===== src/hw/ref_freq_ratio_consts.svh =====
// offsets, reset values and field positions of the reference rate registers
// Behaviour
// ratio word: denominator low, numerator high
// expected rate is base times multiplier times ratio
// software leaves ratio at one without fec
// software programs base rate from supported codes
// multi-byte registers are big endian
// software picks multiplier matching actual frequency
// reset loads ratio one, 40 kHz, 486
// software locks updates around sticky writes
// both references share layout and computation; ref0 base and multiplier are input ports, only its ratio is in the bank
`ifndef REF_FREQ_RATIO_CONSTS_SVH
`define REF_FREQ_RATIO_CONSTS_SVH
`define OFS_INPUT0_FEC_RATIO 8'h14
`define OFS_INPUT1_BASE_RATE 8'h18
`define OFS_INPUT1_RATE_MULTIPLIER 8'h1a
`define OFS_INPUT1_FEC_RATIO 8'h1c
`define OFS_LAST 8'h1f
`define RST_FEC_RATIO 32'h00010001
`define RST_INPUT1_BASE_RATE 16'h9c40
`define RST_INPUT1_RATE_MULTIPLIER 16'h01e6
`define RST_INPUT0_BASE_RATE 16'h9c40
`define RST_INPUT0_RATE_MULTIPLIER 16'h0f30
`define FEC_DENOMINATOR_LSB 0
`define FEC_NUMERATOR_LSB 16
`endif


===== src/hw/ref_freq_ratio_pkg.sv =====
// types shared by the reference rate register bank
package ref_freq_ratio_pkg;
  typedef logic [7:0] reg_byte_t;
  typedef logic [15:0] half_word_t;
  typedef logic [31:0] ratio_word_t;
  typedef enum logic [1:0] {CALC_IDLE, CALC_MUL, CALC_DIV} calc_state_t;
endpackage


===== src/hw/ref_freq_ratio_config.sv =====
// byte-addressed big endian register bank for reference 0 and 1 rate setup
`timescale 1ns/1ps
`include "ref_freq_ratio_consts.svh"
module ref_freq_ratio_config
  import ref_freq_ratio_pkg::*;
(
  input wire logic clk_sys_i,
  input wire logic resetn_i,
  input wire logic wr_en_i,
  input wire logic rd_en_i,
  input wire logic [7:0] addr_i,
  input wire logic [7:0] wdata_i,
  output logic [7:0] rdata_o,
  output logic addr_hit_o,
  input wire logic [15:0] input0_base_rate_i,
  input wire logic [15:0] input0_rate_multiplier_i,
  output logic [15:0] input0_fec_numerator_o,
  output logic [15:0] input0_fec_denominator_o,
  output logic [15:0] input1_base_rate_o,
  output logic [15:0] input1_rate_multiplier_o,
  output logic [15:0] input1_fec_numerator_o,
  output logic [15:0] input1_fec_denominator_o,
  output logic [47:0] input0_freq_hz_o,
  output logic [47:0] input1_freq_hz_o,
  output logic [1:0] freq_valid_o
);
  // byte image of 0x14..0x1f, index 0 is 0x14
  localparam int NBYTES = 12;
  reg_byte_t mem_reg [NBYTES];
  reg_byte_t mem_next [NBYTES];
  reg_byte_t rdata_reg, rdata_next;
  logic [1:0] dirty_reg, dirty_next, valid_reg, valid_next;
  logic [1:0] busy, done, start;
  logic [47:0] freq [2];
  // ref0 base and multiplier come from the parent; a registered copy lets a change re-arm the run
  half_word_t base0_seen_reg, base0_seen_next, mult0_seen_reg, mult0_seen_next;
  logic port0_moved;
  logic [63:0] prod0, prod1, back0, back1;

  function automatic logic in_bank(input logic [7:0] a);
    return (a >= `OFS_INPUT0_FEC_RATIO) && (a <= `OFS_LAST);
  endfunction
  function automatic logic [3:0] byte_index(input logic [7:0] a);
    return 4'(a - `OFS_INPUT0_FEC_RATIO);
  endfunction
  function automatic reg_byte_t reset_byte(input int i);
    logic [95:0] img;
    // power-up image, msb first as stored
    img = {`RST_FEC_RATIO, `RST_INPUT1_BASE_RATE, `RST_INPUT1_RATE_MULTIPLIER, `RST_FEC_RATIO};
    return img[95-8*i -: 8];
  endfunction

  // most significant byte at the lowest address
  assign input0_fec_numerator_o = {mem_reg[0], mem_reg[1]};
  assign input0_fec_denominator_o = {mem_reg[2], mem_reg[3]};
  assign input1_base_rate_o = {mem_reg[4], mem_reg[5]};
  assign input1_rate_multiplier_o = {mem_reg[6], mem_reg[7]};
  assign input1_fec_numerator_o = {mem_reg[8], mem_reg[9]};
  assign input1_fec_denominator_o = {mem_reg[10], mem_reg[11]};

  always_comb begin
    for (int i = 0; i < NBYTES; i++) begin
      mem_next[i] = mem_reg[i];
    end
    rdata_next = rdata_reg;
    base0_seen_next = input0_base_rate_i;
    mult0_seen_next = input0_rate_multiplier_i;
    if (wr_en_i && in_bank(addr_i)) begin
      mem_next[byte_index(addr_i)] = wdata_i;
    end
    if (rd_en_i) begin
      rdata_next = in_bank(addr_i) ? mem_reg[byte_index(addr_i)] : 8'h00;
    end
  end

  // a reference is recomputed after any write to its bytes; a write during a
  // run re-arms it so the result never lags the registers
  always_comb begin
    dirty_next = dirty_reg;
    valid_next = valid_reg;
    for (int r = 0; r < 2; r++) begin
      if (start[r]) dirty_next[r] = 1'b0;
      // a result from inputs that moved mid-run stays hidden until the rerun ends
      if (done[r] && !dirty_reg[r]) valid_next[r] = 1'b1;
    end
    if (port0_moved) begin
      dirty_next[0] = 1'b1;
      valid_next[0] = 1'b0;
    end
    if (wr_en_i && in_bank(addr_i)) begin
      if (byte_index(addr_i) < 4'h4) begin
        dirty_next[0] = 1'b1;
        valid_next[0] = 1'b0;
      end else begin
        dirty_next[1] = 1'b1;
        valid_next[1] = 1'b0;
      end
    end
  end

  always_ff @(posedge clk_sys_i or negedge resetn_i) begin
    if (!resetn_i) begin
      for (int i = 0; i < NBYTES; i++) begin
        mem_reg[i] <= reset_byte(i);
      end
      rdata_reg <= 8'h00;
      dirty_reg <= 2'h3;
      valid_reg <= 2'h0;
      base0_seen_reg <= `RST_INPUT0_BASE_RATE;
      mult0_seen_reg <= `RST_INPUT0_RATE_MULTIPLIER;
    end else begin
      for (int i = 0; i < NBYTES; i++) begin
        mem_reg[i] <= mem_next[i];
      end
      rdata_reg <= rdata_next;
      dirty_reg <= dirty_next;
      valid_reg <= valid_next;
      base0_seen_reg <= base0_seen_next;
      mult0_seen_reg <= mult0_seen_next;
    end
  end

  assign start = dirty_reg & ~busy;
  assign port0_moved = (input0_base_rate_i != base0_seen_reg) || (input0_rate_multiplier_i != mult0_seen_reg);

  // one calculator per reference, same code
  genvar g;
  generate
    for (g = 0; g < 2; g++) begin : g_ref
      ref_rate_calc #(.FIELD_W(16)) u_calc (
        .clk_sys_i(clk_sys_i),
        .resetn_i(resetn_i),
        .start_i(start[g]),
        .base_rate_i(g == 0 ? base0_seen_reg : input1_base_rate_o),
        .rate_multiplier_i(g == 0 ? mult0_seen_reg : input1_rate_multiplier_o),
        .fec_numerator_i(g == 0 ? input0_fec_numerator_o : input1_fec_numerator_o),
        .fec_denominator_i(g == 0 ? input0_fec_denominator_o : input1_fec_denominator_o),
        .freq_hz_o(freq[g]),
        .busy_o(busy[g]),
        .done_o(done[g])
      );
    end
  endgenerate

  assign input0_freq_hz_o = freq[0];
  assign input1_freq_hz_o = freq[1];
  assign freq_valid_o = valid_reg & ~dirty_reg;
  assign rdata_o = rdata_reg;
  assign addr_hit_o = in_bank(addr_i);
  // helper terms for the result checks only
  assign prod0 = 64'(base0_seen_reg) * 64'(mult0_seen_reg) * 64'(input0_fec_numerator_o);
  assign prod1 = 64'(input1_base_rate_o) * 64'(input1_rate_multiplier_o) * 64'(input1_fec_numerator_o);
  assign back0 = 64'(input0_freq_hz_o) * 64'(input0_fec_denominator_o);
  assign back1 = 64'(input1_freq_hz_o) * 64'(input1_fec_denominator_o);

  AST_RESET_RATIO: assert property (@(posedge clk_sys_i)
    $rose(resetn_i) |-> ({input0_fec_numerator_o, input0_fec_denominator_o} == `RST_FEC_RATIO
      && {input1_fec_numerator_o, input1_fec_denominator_o} == `RST_FEC_RATIO
      && input1_base_rate_o == `RST_INPUT1_BASE_RATE && input1_rate_multiplier_o == `RST_INPUT1_RATE_MULTIPLIER))
    else $error("register bank not at its defaults after reset");
  AST_BIG_ENDIAN_HI: assert property (@(posedge clk_sys_i) disable iff (!resetn_i)
    (wr_en_i && addr_i == `OFS_INPUT1_BASE_RATE) |=> (input1_base_rate_o[15:8] == $past(wdata_i)))
    else $error("high byte not at low address");
  AST_BIG_ENDIAN_LO: assert property (@(posedge clk_sys_i) disable iff (!resetn_i)
    (wr_en_i && addr_i == `OFS_INPUT1_BASE_RATE + 8'h01) |=> (input1_base_rate_o[7:0] == $past(wdata_i)))
    else $error("low byte not at high address");
  AST_DENOM_LOW: assert property (@(posedge clk_sys_i) disable iff (!resetn_i)
    (wr_en_i && addr_i == `OFS_LAST) |=> (input1_fec_denominator_o[7:0] == $past(wdata_i)))
    else $error("denominator not in low half");
  AST_NUMER_HIGH: assert property (@(posedge clk_sys_i) disable iff (!resetn_i)
    (wr_en_i && addr_i == `OFS_INPUT0_FEC_RATIO) |=> (input0_fec_numerator_o[15:8] == $past(wdata_i)))
    else $error("numerator not in high half");
  AST_READBACK: assert property (@(posedge clk_sys_i) disable iff (!resetn_i)
    (rd_en_i && !wr_en_i && addr_i == `OFS_INPUT1_RATE_MULTIPLIER) |=> (rdata_o == input1_rate_multiplier_o[15:8]))
    else $error("readback mismatch");
  AST_UNMAPPED_ZERO: assert property (@(posedge clk_sys_i) disable iff (!resetn_i)
    (rd_en_i && !in_bank(addr_i)) |=> (rdata_o == 8'h00))
    else $error("unmapped read not zero");
  AST_WRITE_INVALIDATES: assert property (@(posedge clk_sys_i) disable iff (!resetn_i)
    (wr_en_i && addr_i == `OFS_INPUT1_FEC_RATIO) |=> !freq_valid_o[1])
    else $error("stale frequency flagged valid");
  AST_STRAY_WRITE: assert property (@(posedge clk_sys_i) disable iff (!resetn_i)
    (wr_en_i && !in_bank(addr_i)) |=> ({input0_fec_numerator_o, input0_fec_denominator_o, input1_base_rate_o,
      input1_rate_multiplier_o, input1_fec_numerator_o, input1_fec_denominator_o} == $past({input0_fec_numerator_o,
      input0_fec_denominator_o, input1_base_rate_o, input1_rate_multiplier_o, input1_fec_numerator_o,
      input1_fec_denominator_o})))
    else $error("write outside the bank changed a field");
  AST_VALID_IDLE: assert property (@(posedge clk_sys_i) disable iff (!resetn_i)
    (freq_valid_o & busy) == 2'h0)
    else $error("frequency flagged valid while it is being recomputed");
  AST_PORT_TRACKED: assert property (@(posedge clk_sys_i) disable iff (!resetn_i)
    port0_moved |=> !freq_valid_o[0])
    else $error("reference 0 result kept valid after its base or multiplier moved");
  AST_RESULT0_BOUNDS: assert property (@(posedge clk_sys_i) disable iff (!resetn_i)
    (freq_valid_o[0] && input0_fec_denominator_o != 16'h0000)
    |-> (back0 <= prod0 && prod0 - back0 < 64'(input0_fec_denominator_o)))
    else $error("reference 0 rate is not the quotient of its terms");
  AST_RESULT1_BOUNDS: assert property (@(posedge clk_sys_i) disable iff (!resetn_i)
    (freq_valid_o[1] && input1_fec_denominator_o != 16'h0000)
    |-> (back1 <= prod1 && prod1 - back1 < 64'(input1_fec_denominator_o)))
    else $error("reference 1 rate is not the quotient of its terms");
  AST_ZERO_DENOM: assert property (@(posedge clk_sys_i) disable iff (!resetn_i)
    (freq_valid_o[1] && input1_fec_denominator_o == 16'h0000) |-> (input1_freq_hz_o == 48'h0))
    else $error("zero denominator did not give a zero rate");
endmodule


===== src/hw/ref_rate_calc.sv =====
// per-reference expected frequency: base * multiplier * numerator / denominator
`timescale 1ns/1ps
`include "ref_freq_ratio_consts.svh"
module ref_rate_calc
  import ref_freq_ratio_pkg::*;
#(
  parameter int FIELD_W = 16
) (
  input wire logic clk_sys_i,
  input wire logic resetn_i,
  input wire logic start_i,
  input wire logic [FIELD_W-1:0] base_rate_i,
  input wire logic [FIELD_W-1:0] rate_multiplier_i,
  input wire logic [FIELD_W-1:0] fec_numerator_i,
  input wire logic [FIELD_W-1:0] fec_denominator_i,
  output logic [3*FIELD_W-1:0] freq_hz_o,
  output logic busy_o,
  output logic done_o
);
  localparam int PW = 3 * FIELD_W;
  localparam int CW = $clog2(PW + 1);
  if (FIELD_W < 1) begin : g_bad_width
    $error("field width must be positive");
  end
  calc_state_t state_reg, state_next;
  logic [PW-1:0] rem_reg, rem_next, quo_reg, quo_next, freq_reg, freq_next;
  logic [FIELD_W-1:0] den_reg, den_next;
  logic [CW-1:0] cnt_reg, cnt_next;
  logic done_reg, done_next;
  logic [PW:0] trial;
  // restoring division, one quotient bit a cycle, keeps area to one subtractor
  always_comb begin
    state_next = state_reg;
    rem_next = rem_reg;
    quo_next = quo_reg;
    den_next = den_reg;
    cnt_next = cnt_reg;
    freq_next = freq_reg;
    done_next = 1'b0;
    trial = {rem_reg, quo_reg[PW-1]} - {{(PW+1-FIELD_W){1'b0}}, den_reg};
    case (state_reg)
      CALC_IDLE: begin
        if (start_i) begin
          state_next = CALC_MUL;
          den_next = fec_denominator_i;
        end
      end
      CALC_MUL: begin
        // product of the three numerator terms
        quo_next = PW'(base_rate_i) * PW'(rate_multiplier_i) * PW'(fec_numerator_i);
        rem_next = '0;
        cnt_next = CW'(PW);
        state_next = CALC_DIV;
      end
      CALC_DIV: begin
        if (den_reg == '0) begin
          // zero denominator gives zero rather than hanging
          freq_next = '0;
          done_next = 1'b1;
          state_next = CALC_IDLE;
        end else begin
          if (!trial[PW]) begin
            rem_next = trial[PW-1:0];
            quo_next = {quo_reg[PW-2:0], 1'b1};
          end else begin
            rem_next = {rem_reg[PW-2:0], quo_reg[PW-1]};
            quo_next = {quo_reg[PW-2:0], 1'b0};
          end
          cnt_next = cnt_reg - CW'(1);
          if (cnt_reg == CW'(1)) begin
            freq_next = quo_next;
            done_next = 1'b1;
            state_next = CALC_IDLE;
          end
        end
      end
      default: state_next = CALC_IDLE;
    endcase
  end
  always_ff @(posedge clk_sys_i or negedge resetn_i) begin
    if (!resetn_i) begin
      state_reg <= CALC_IDLE;
      rem_reg <= '0;
      quo_reg <= '0;
      den_reg <= '0;
      cnt_reg <= '0;
      freq_reg <= '0;
      done_reg <= 1'b0;
    end else begin
      state_reg <= state_next;
      rem_reg <= rem_next;
      quo_reg <= quo_next;
      den_reg <= den_next;
      cnt_reg <= cnt_next;
      freq_reg <= freq_next;
      done_reg <= done_next;
    end
  end
  assign freq_hz_o = freq_reg;
  assign busy_o = (state_reg != CALC_IDLE);
  assign done_o = done_reg;
  AST_DONE_BOUNDED: assert property (@(posedge clk_sys_i) disable iff (!resetn_i)
    (state_reg == CALC_IDLE && start_i) |-> ##[2:60] done_reg)
    else $error("rate computation did not finish in time");
  // the product is formed from the inputs of the multiply cycle, so compare against those
  AST_ONE_RATIO: assert property (@(posedge clk_sys_i) disable iff (!resetn_i)
    (state_reg == CALC_MUL && fec_numerator_i == FIELD_W'(1) && den_reg == FIELD_W'(1))
    |=> (quo_reg == PW'($past(base_rate_i)) * PW'($past(rate_multiplier_i))))
    else $error("unit ratio product wrong");
endmodule


===== config.mk =====
export PLATFORM = sky130hd
export DESIGN_NAME = ref_freq_ratio_config
export DESIGN_NICKNAME = d
export VERILOG_FILES = /design/src/hw/ref_freq_ratio_pkg.sv /design/src/hw/ref_freq_ratio_config.sv /design/src/hw/ref_rate_calc.sv
export VERILOG_INCLUDE_DIRS = /design/src /design/src/hw
export SDC_FILE = /design/constraint.sdc
export NUM_CORES = 2
export LEC_CHECK = 0
export BUFFER_PORTS_ARGS = -buffer_cell sky130_fd_sc_hd__buf_2
export CAP_MARGIN = 20
export CORE_ASPECT_RATIO = 1.75
export CORE_MARGIN = 2
export CORE_UTILIZATION = 60
export DETAILED_ROUTE_END_ITERATION = 10
export PLACE_DENSITY = 0.86
export REMOVE_ABC_BUFFERS = 1
export SLEW_MARGIN = 20
export SYNTH_ARGS = -nofsm -noshare
export SYNTH_HDL_FRONTEND = slang
export SYNTH_HIERARCHICAL = 1
export SYNTH_SLANG_ARGS = --single-unit

===== constraint.sdc =====
create_clock -name clk_sys_i -period 28.1 [get_ports clk_sys_i]
set_input_delay 1.405 -clock clk_sys_i [delete_from_list [all_inputs] [get_ports clk_sys_i]]
set_output_delay 1.405 -clock clk_sys_i [all_outputs]
set_load 0.05 [all_outputs]

Word-level counts from Yosys, hierarchy flattened
Cells that the tools add are included.
- flip-flop bits (word level): 478
- add/subtract/negate cells: 5
- $mul: 4
- $lt $le $gt $ge: 5
- equality and inequality tests: 14
- muxes and demuxes: 53
- bitwise operators: 5
- reductions and logical operators: 26
- operators by type and width (operator ; number):
    two-way mux 48 bit ; 10
    one-hot mux 48 bit (2 select lines) ; 4
    subtractor 49 x 16 -> 49 bit ; 2
    bitwise mux 96 bit ; 1
    multiplier 32 x 16 -> 48 bit ; 2
    multiplier 16 x 16 -> 32 bit ; 2
    binary-select mux 8 bit (select 4 bit) ; 1
    demux 8 bit (select 4 bit) ; 1
    zero test 16 bit ; 2
    two-way mux 8 bit ; 4
    != test 16 bit ; 2
    one-hot mux 6 bit (2 select lines) ; 2
    two-way mux 1 bit ; 18
    two-way mux 2 bit ; 8
    AND reduction 2 bit ; 8
    equality test 6 x 1 -> 1 bit, second input constant ; 2
    two-way mux 6 bit ; 2
    one-hot mux 2 bit (3 select lines) ; 2
    nonzero test 2 bit ; 6
    subtractor 6 x 1 -> 6 bit, second input constant ; 2
    >= comparator 8 x 5 -> 1 bit, second input constant ; 1
    less-or-equal comparator 8 x 5 -> 1 bit, second input constant ; 1
    != test 2 bit, second input constant ; 4
    != test 3 x 1 -> 1 bit, second input constant ; 2
    other kinds (13) ; 23

Longest topological paths before layout
- depth in word-level cells: 7
- gate-level depth with buffers: 46
- depth with buffers taken out: 43

By module
The synthesis kept the hierarchy.
- modules (own cells, without submodules) (module ; times used ; cells each ; area an instance (µm²) ; sequential area each (µm²)):
    ref_rate_calc at g_ref[0].u_calc ; 1 ; 3866 ; 33807.4 ; 4229.1
    ref_rate_calc at g_ref[1].u_calc ; 1 ; 3736 ; 33115.5 ; 4229.1
    ref_freq_ratio_config ; 1 ; 410 ; 6193.4 ; 3538.4

Worst setup path after synthesis
Ideal clock, no wire load.
- kind: reg2reg
- start point: reg mem_reg (netlist bit input1_base_rate_o[7])
- end point: reg g_ref[1].u_calc.quo_reg[47]
- arrival: 11576 ps
- required time: 27962 ps
- slack: 16386 ps
- cell stages (with the launch flop): 43
- buffers on the path: 3
- period minus slack after synthesis: 11714 ps
- cell sequence: dfrtp_1 -> clkbuf_1 -> nand2_1 -> fa_1 -> inv_1 -> fa_1 -> inv_1 -> fa_1 -> inv_1 -> fa_1 -> fa_1 -> inv_1 -> fa_1 -> inv_1 -> ha_1 -> a21o_1 -> a221o_1 -> a21o_1 -> [7 not listed] -> fa_1 -> inv_1 -> fa_1 -> fa_1 -> inv_1 -> fa_1 -> inv_1 -> ha_1 -> clkbuf_1 -> a21o_1 -> a31oi_1 -> or2_2 -> o2111ai_1 -> a31oi_1 -> o31ai_1 -> a311oi_1 -> xnor2_1 -> a21oi_1
- word-level cells in the longest chain between the ends: 3
- RTL lines (what ; RTL line ; source):
    start, declared ; ref_freq_ratio_config.sv:29 ; reg_byte_t mem_reg [NBYTES];
    start signal, assigned by index ; ref_freq_ratio_config.sv:104 ; mem_reg[i] <= reset_byte(i);
    start signal, assigned by index ; ref_freq_ratio_config.sv:113 ; mem_reg[i] <= mem_next[i];
    multiplier 16 x 16 -> 32 bit ; ref_rate_calc.sv:50 ; quo_next = PW'(base_rate_i) * PW'(rate_multiplier_i) * PW'(fec_numerator_i);
    multiplier 32 x 16 -> 48 bit ; ref_rate_calc.sv:50 ;
    one-hot mux 48 bit (2 select lines) ; ref_rate_calc.sv:41 ; case (state_reg)
    end signal, assigned ; ref_rate_calc.sv:92 ; quo_reg <= quo_next;
    end, declared ; ref_rate_calc.sv:26 ; logic [PW-1:0] rem_reg, rem_next, quo_reg, quo_next, freq_reg, freq_next;
Every way passes these cells.
A chain may end at the register's enable or synchronous reset.

Worst setup path in the final report
- start point: reg base0_seen_reg[7]
- end point: reg g_ref[0].u_calc.quo_reg[33]
- word-level cells in the longest chain between the ends: 3
- RTL lines (what ; RTL line ; source):
    start, declared ; ref_freq_ratio_config.sv:36 ; half_word_t base0_seen_reg, base0_seen_next, mult0_seen_reg, mult0_seen_next;
    start signal, assigned ; ref_freq_ratio_config.sv:109 ; base0_seen_reg <= `RST_INPUT0_BASE_RATE;
    start signal, assigned ; ref_freq_ratio_config.sv:118 ; base0_seen_reg <= base0_seen_next;
    multiplier 16 x 16 -> 32 bit ; ref_rate_calc.sv:50 ;
    multiplier 32 x 16 -> 48 bit ; ref_rate_calc.sv:50 ;
    one-hot mux 48 bit (2 select lines) ; ref_rate_calc.sv:41 ;
    end signal, assigned ; ref_rate_calc.sv:92 ;
    end, declared ; ref_rate_calc.sv:26 ;
Every way passes these cells.

==> metrics.md <==
| Metric | Value |
|---|---|
| Final ANT Viol Nets | 0 |
| Flops & latches, synth | 478 |
| Min-Delay Path Class | reg -> reg |
| H-Tree Level Count | 2 |
| Worst-path fanout max | 17 |
| Vias per inst | 6.23 |
| Post-CTS setup buffer count | 0 |
| Post-CTS sizing | 0 |
| Pre-antenna DRT Iters | 8 |
| Dpl cells | 9565 |
| Core Rows | 169 |
| Area grow syn2layout | 5.93% |
| WL final | 225000 µm |
| Slowest library cell on the worst path | xor2_2 |
| Layout Nets | 9758 |
| Final period utilization | 0.476 |
| Cell taking the most area after synthesis | fa_1 |
| Largest net degree at the start of global routing | 89 |
| Crit path launch type | register |
| Starting Density | 0.603 |
| Clock sinks | 478 |
| CTS tree | yes |
| Layout Cells excl Fill | 9664 |
| Post-Syn Instances | 8012 |
| Max-cap viol count | 0 |
| Clock Tree Buf Depth | 3 |
| P_leak | 39.1 nW |
| Status | completed |
| Async set or reset register ratio after synthesis | 1.00 |
| PwrDens | 104 nW/µm² |
| Setup TNS | 0 ns |
| Main flop type after synthesis | dfrtp_1 |
| Width of the die | 268 µm |
| Fin. max-slew vios | 0 |
| PortBufs | 254 |
| Clock Pin Slew Worst Setup and Hold Paths | 0.08 ns |
| Final min period | 13.38 ns |
| Grt total ovfl | 0 |
| Via count | 60200 |
| Die height | 466 µm |
| RSZ-0062 raised after global routing | no |
| Filler cell count | 9336 |
| Initial antenna violation count | 23 |
| Ratio of cells with drive above 1 in the final layout | 0.0858 |
| Total CTS buffers | 46 |
| DRC | 0 |
| Mapped Avg Cell Area | 9.13 µm² |
| Synth Warn # | 6 |
| Mapped Area | 73100 µm² |
| CP most frequent cell | fa_1 |
| First-pass GRT wire length | 359000 µm |
| Final hold violations | 0 |
| Yosys top cell area share | 0.336 |
| Number of global-route vias before repair | 66139 |
| 1st-iter DRT viols | 5508 |
| Fmax | 0.0748 GHz |
| Clock skew | 0.0385 ns |
| Register area share after synthesis | 0.164 |
| Crit end category | register |
| CTS Hold Bufs | 0 |
| Insertion delay to the later sink of the worst-skew pair | 0.66 ns |
| Worst EP arrival | 13.90 ns |
| Core Region | 121000 µm² |
| Clk root buf | clkbuf_16 |
| Slew headroom | 0.133 |
| Post-synth EDFFs | 0 |
| GRT Total Usage | 0.377 |
| Max IR drop VDD | 0.523 mV |
| Required time of the critical path | 28.62 ns |
| Crit path kind | reg -> reg |
| CP max stage delay | 0.85 ns |
| Final setup violation count | 0 |
| Post-DP HPWL | 168000 µm |
| Area contributors post-synth | fa_1 (34%), dfrtp_1 (15%), ha_1 (8.4%), inv_1 (7.1%), nand2_1 (6.3%) |
| Distinct cells, synth | 101 |
| RePlAce Congestion | 1.01 |
| Die area | 125000 µm² |
| Wire per inst | 23.3 µm |
| Slew @ Worst Pin | 1.29 ns |
| I/O pins | 255 |
[worst max-delay path, delay by kind of cell (launching register included)]
kind                     cells  cell delay [ns]
flip-flops                   1             0.82
AND/OR/NAND/NOR              2             0.37
buffers and inverters        6             0.30
AO/OA/AOI/OAI               12             3.56
adder cells (fa/ha/maj)     14             6.83
XOR/XNOR                     2             1.32
[per-stage QoR]
stage / setup WS (ns) / utilization / area, µm² / hold slack [ns] / power [mW]
2_1_floorplan: 16.45 / - / 71400 / 0.452 / 4.74
3_3_place_gp: 14.99 / 0.625 / 75700 / 0.465 / 7.00
3_5_place_dp: 14.86 / 0.625 / 75700 / 0.485 / 7.14
4_1_cts: 14.77 / 0.638 / 77300 / 0.504 / 7.91
5_1_grt: 14.15 / 0.639 / 77400 / 0.523 / 8.56
6_report: 14.72 / 0.639 / 77500 / 0.501 / 8.05
[cells by family after synthesis]
family / share of synthesized area
and+or+nand+nor: 0.174
DFF: 0.164
buffers and inverters: 0.0939
adders and majority gates: 0.419
muxes: 0.0272
AOI/OAI and AO/OA: 0.0913
xor gates and xnor gates: 0.0303
[cells in the final DEF, fill, tap and decap left out, types with 97 or more instances in the layout]
cell and count:
a21oi_1 223, xnor2_1 147, o21ai_0 239, and2_1 539, nand3_1 144, nand2_1 1232, inv_1 1381, a22o_1 105
buf_2 254, a21o_1 113, mux2_2 106, buf_4 97, fa_1 1226, ha_1 489, nor2_1 190, dfrtp_1 448
[per-layer routing]
| metal | wire length, µm | up-vias | track usage |
|---|---|---|---|
| li1 | - | 25129 | - |
| met3 | 24700 | 1474 | 0.126 |
| met1 | 68900 | 29953 | 0.384 |
| met2 | 108000 | 3630 | 0.613 |
| met4 | 24100 | 14 | 0.334 |
| met5 | 101 | - | 0.00392 |
[cell usage after synthesis (all sizes together), types with 63 or more instances]
cell type and count:
nor2b 74, a22o 105, nand2 1237, clkbuf 393
nand2b 63, a21o 113, nor2 198, nand3 147
xnor2 159, a21oi 225, ha 489, fa 1226
xor2 93, nor3 73, dfrtp 450, and2 542
mux2 107, o21ai 246, inv 1381
[final timing paths]
kind / startpoint / to / slack (ns) / cells after the start
setup / recovery: base0_seen_reg[7] / g_ref[0].u_calc/quo_reg[33] / 14.72 / 36
min in group asynchronous: resetn_i / g_ref[0].u_calc/rem_reg[43] / 0.79 / 1
hold / removal: g_ref[1].u_calc/freq_hz_o[20] / g_ref[1].u_calc/freq_hz_o[20] / 0.50 / 1
hold reg to reg: g_ref[1].u_calc/freq_hz_o[20] / g_ref[1].u_calc/freq_hz_o[20] / 0.50 / 1
max in group asynchronous: resetn_i / g_ref[1].u_calc/freq_hz_o[17] / 24.45 / 4
setup reg to reg: base0_seen_reg[7] / g_ref[0].u_calc/quo_reg[33] / 14.72 / 36
[layout make-up]
cell class,count,area [µm²],share of cell area
antenna,12,30.0,0.000388
clock buffer,57,1240,0.0160
clock inverter,28,404,0.00522
inverter,1381,5180,0.0669
multi-input combinational,5727,54500,0.703
sequential,478,12000,0.155
tap,1624,2030,0.0262
timing repair buffer,357,2090,0.0270
[where the power goes]
part | switching (mW) | total (mW) | internal (mW)
logic | 4.40 | 6.46 | 2.06
clock network | 0.309 | 0.695 | 0.386
registers | 0.123 | 0.895 | 0.773
Note: power is estimated with default switching activity, not from simulation.
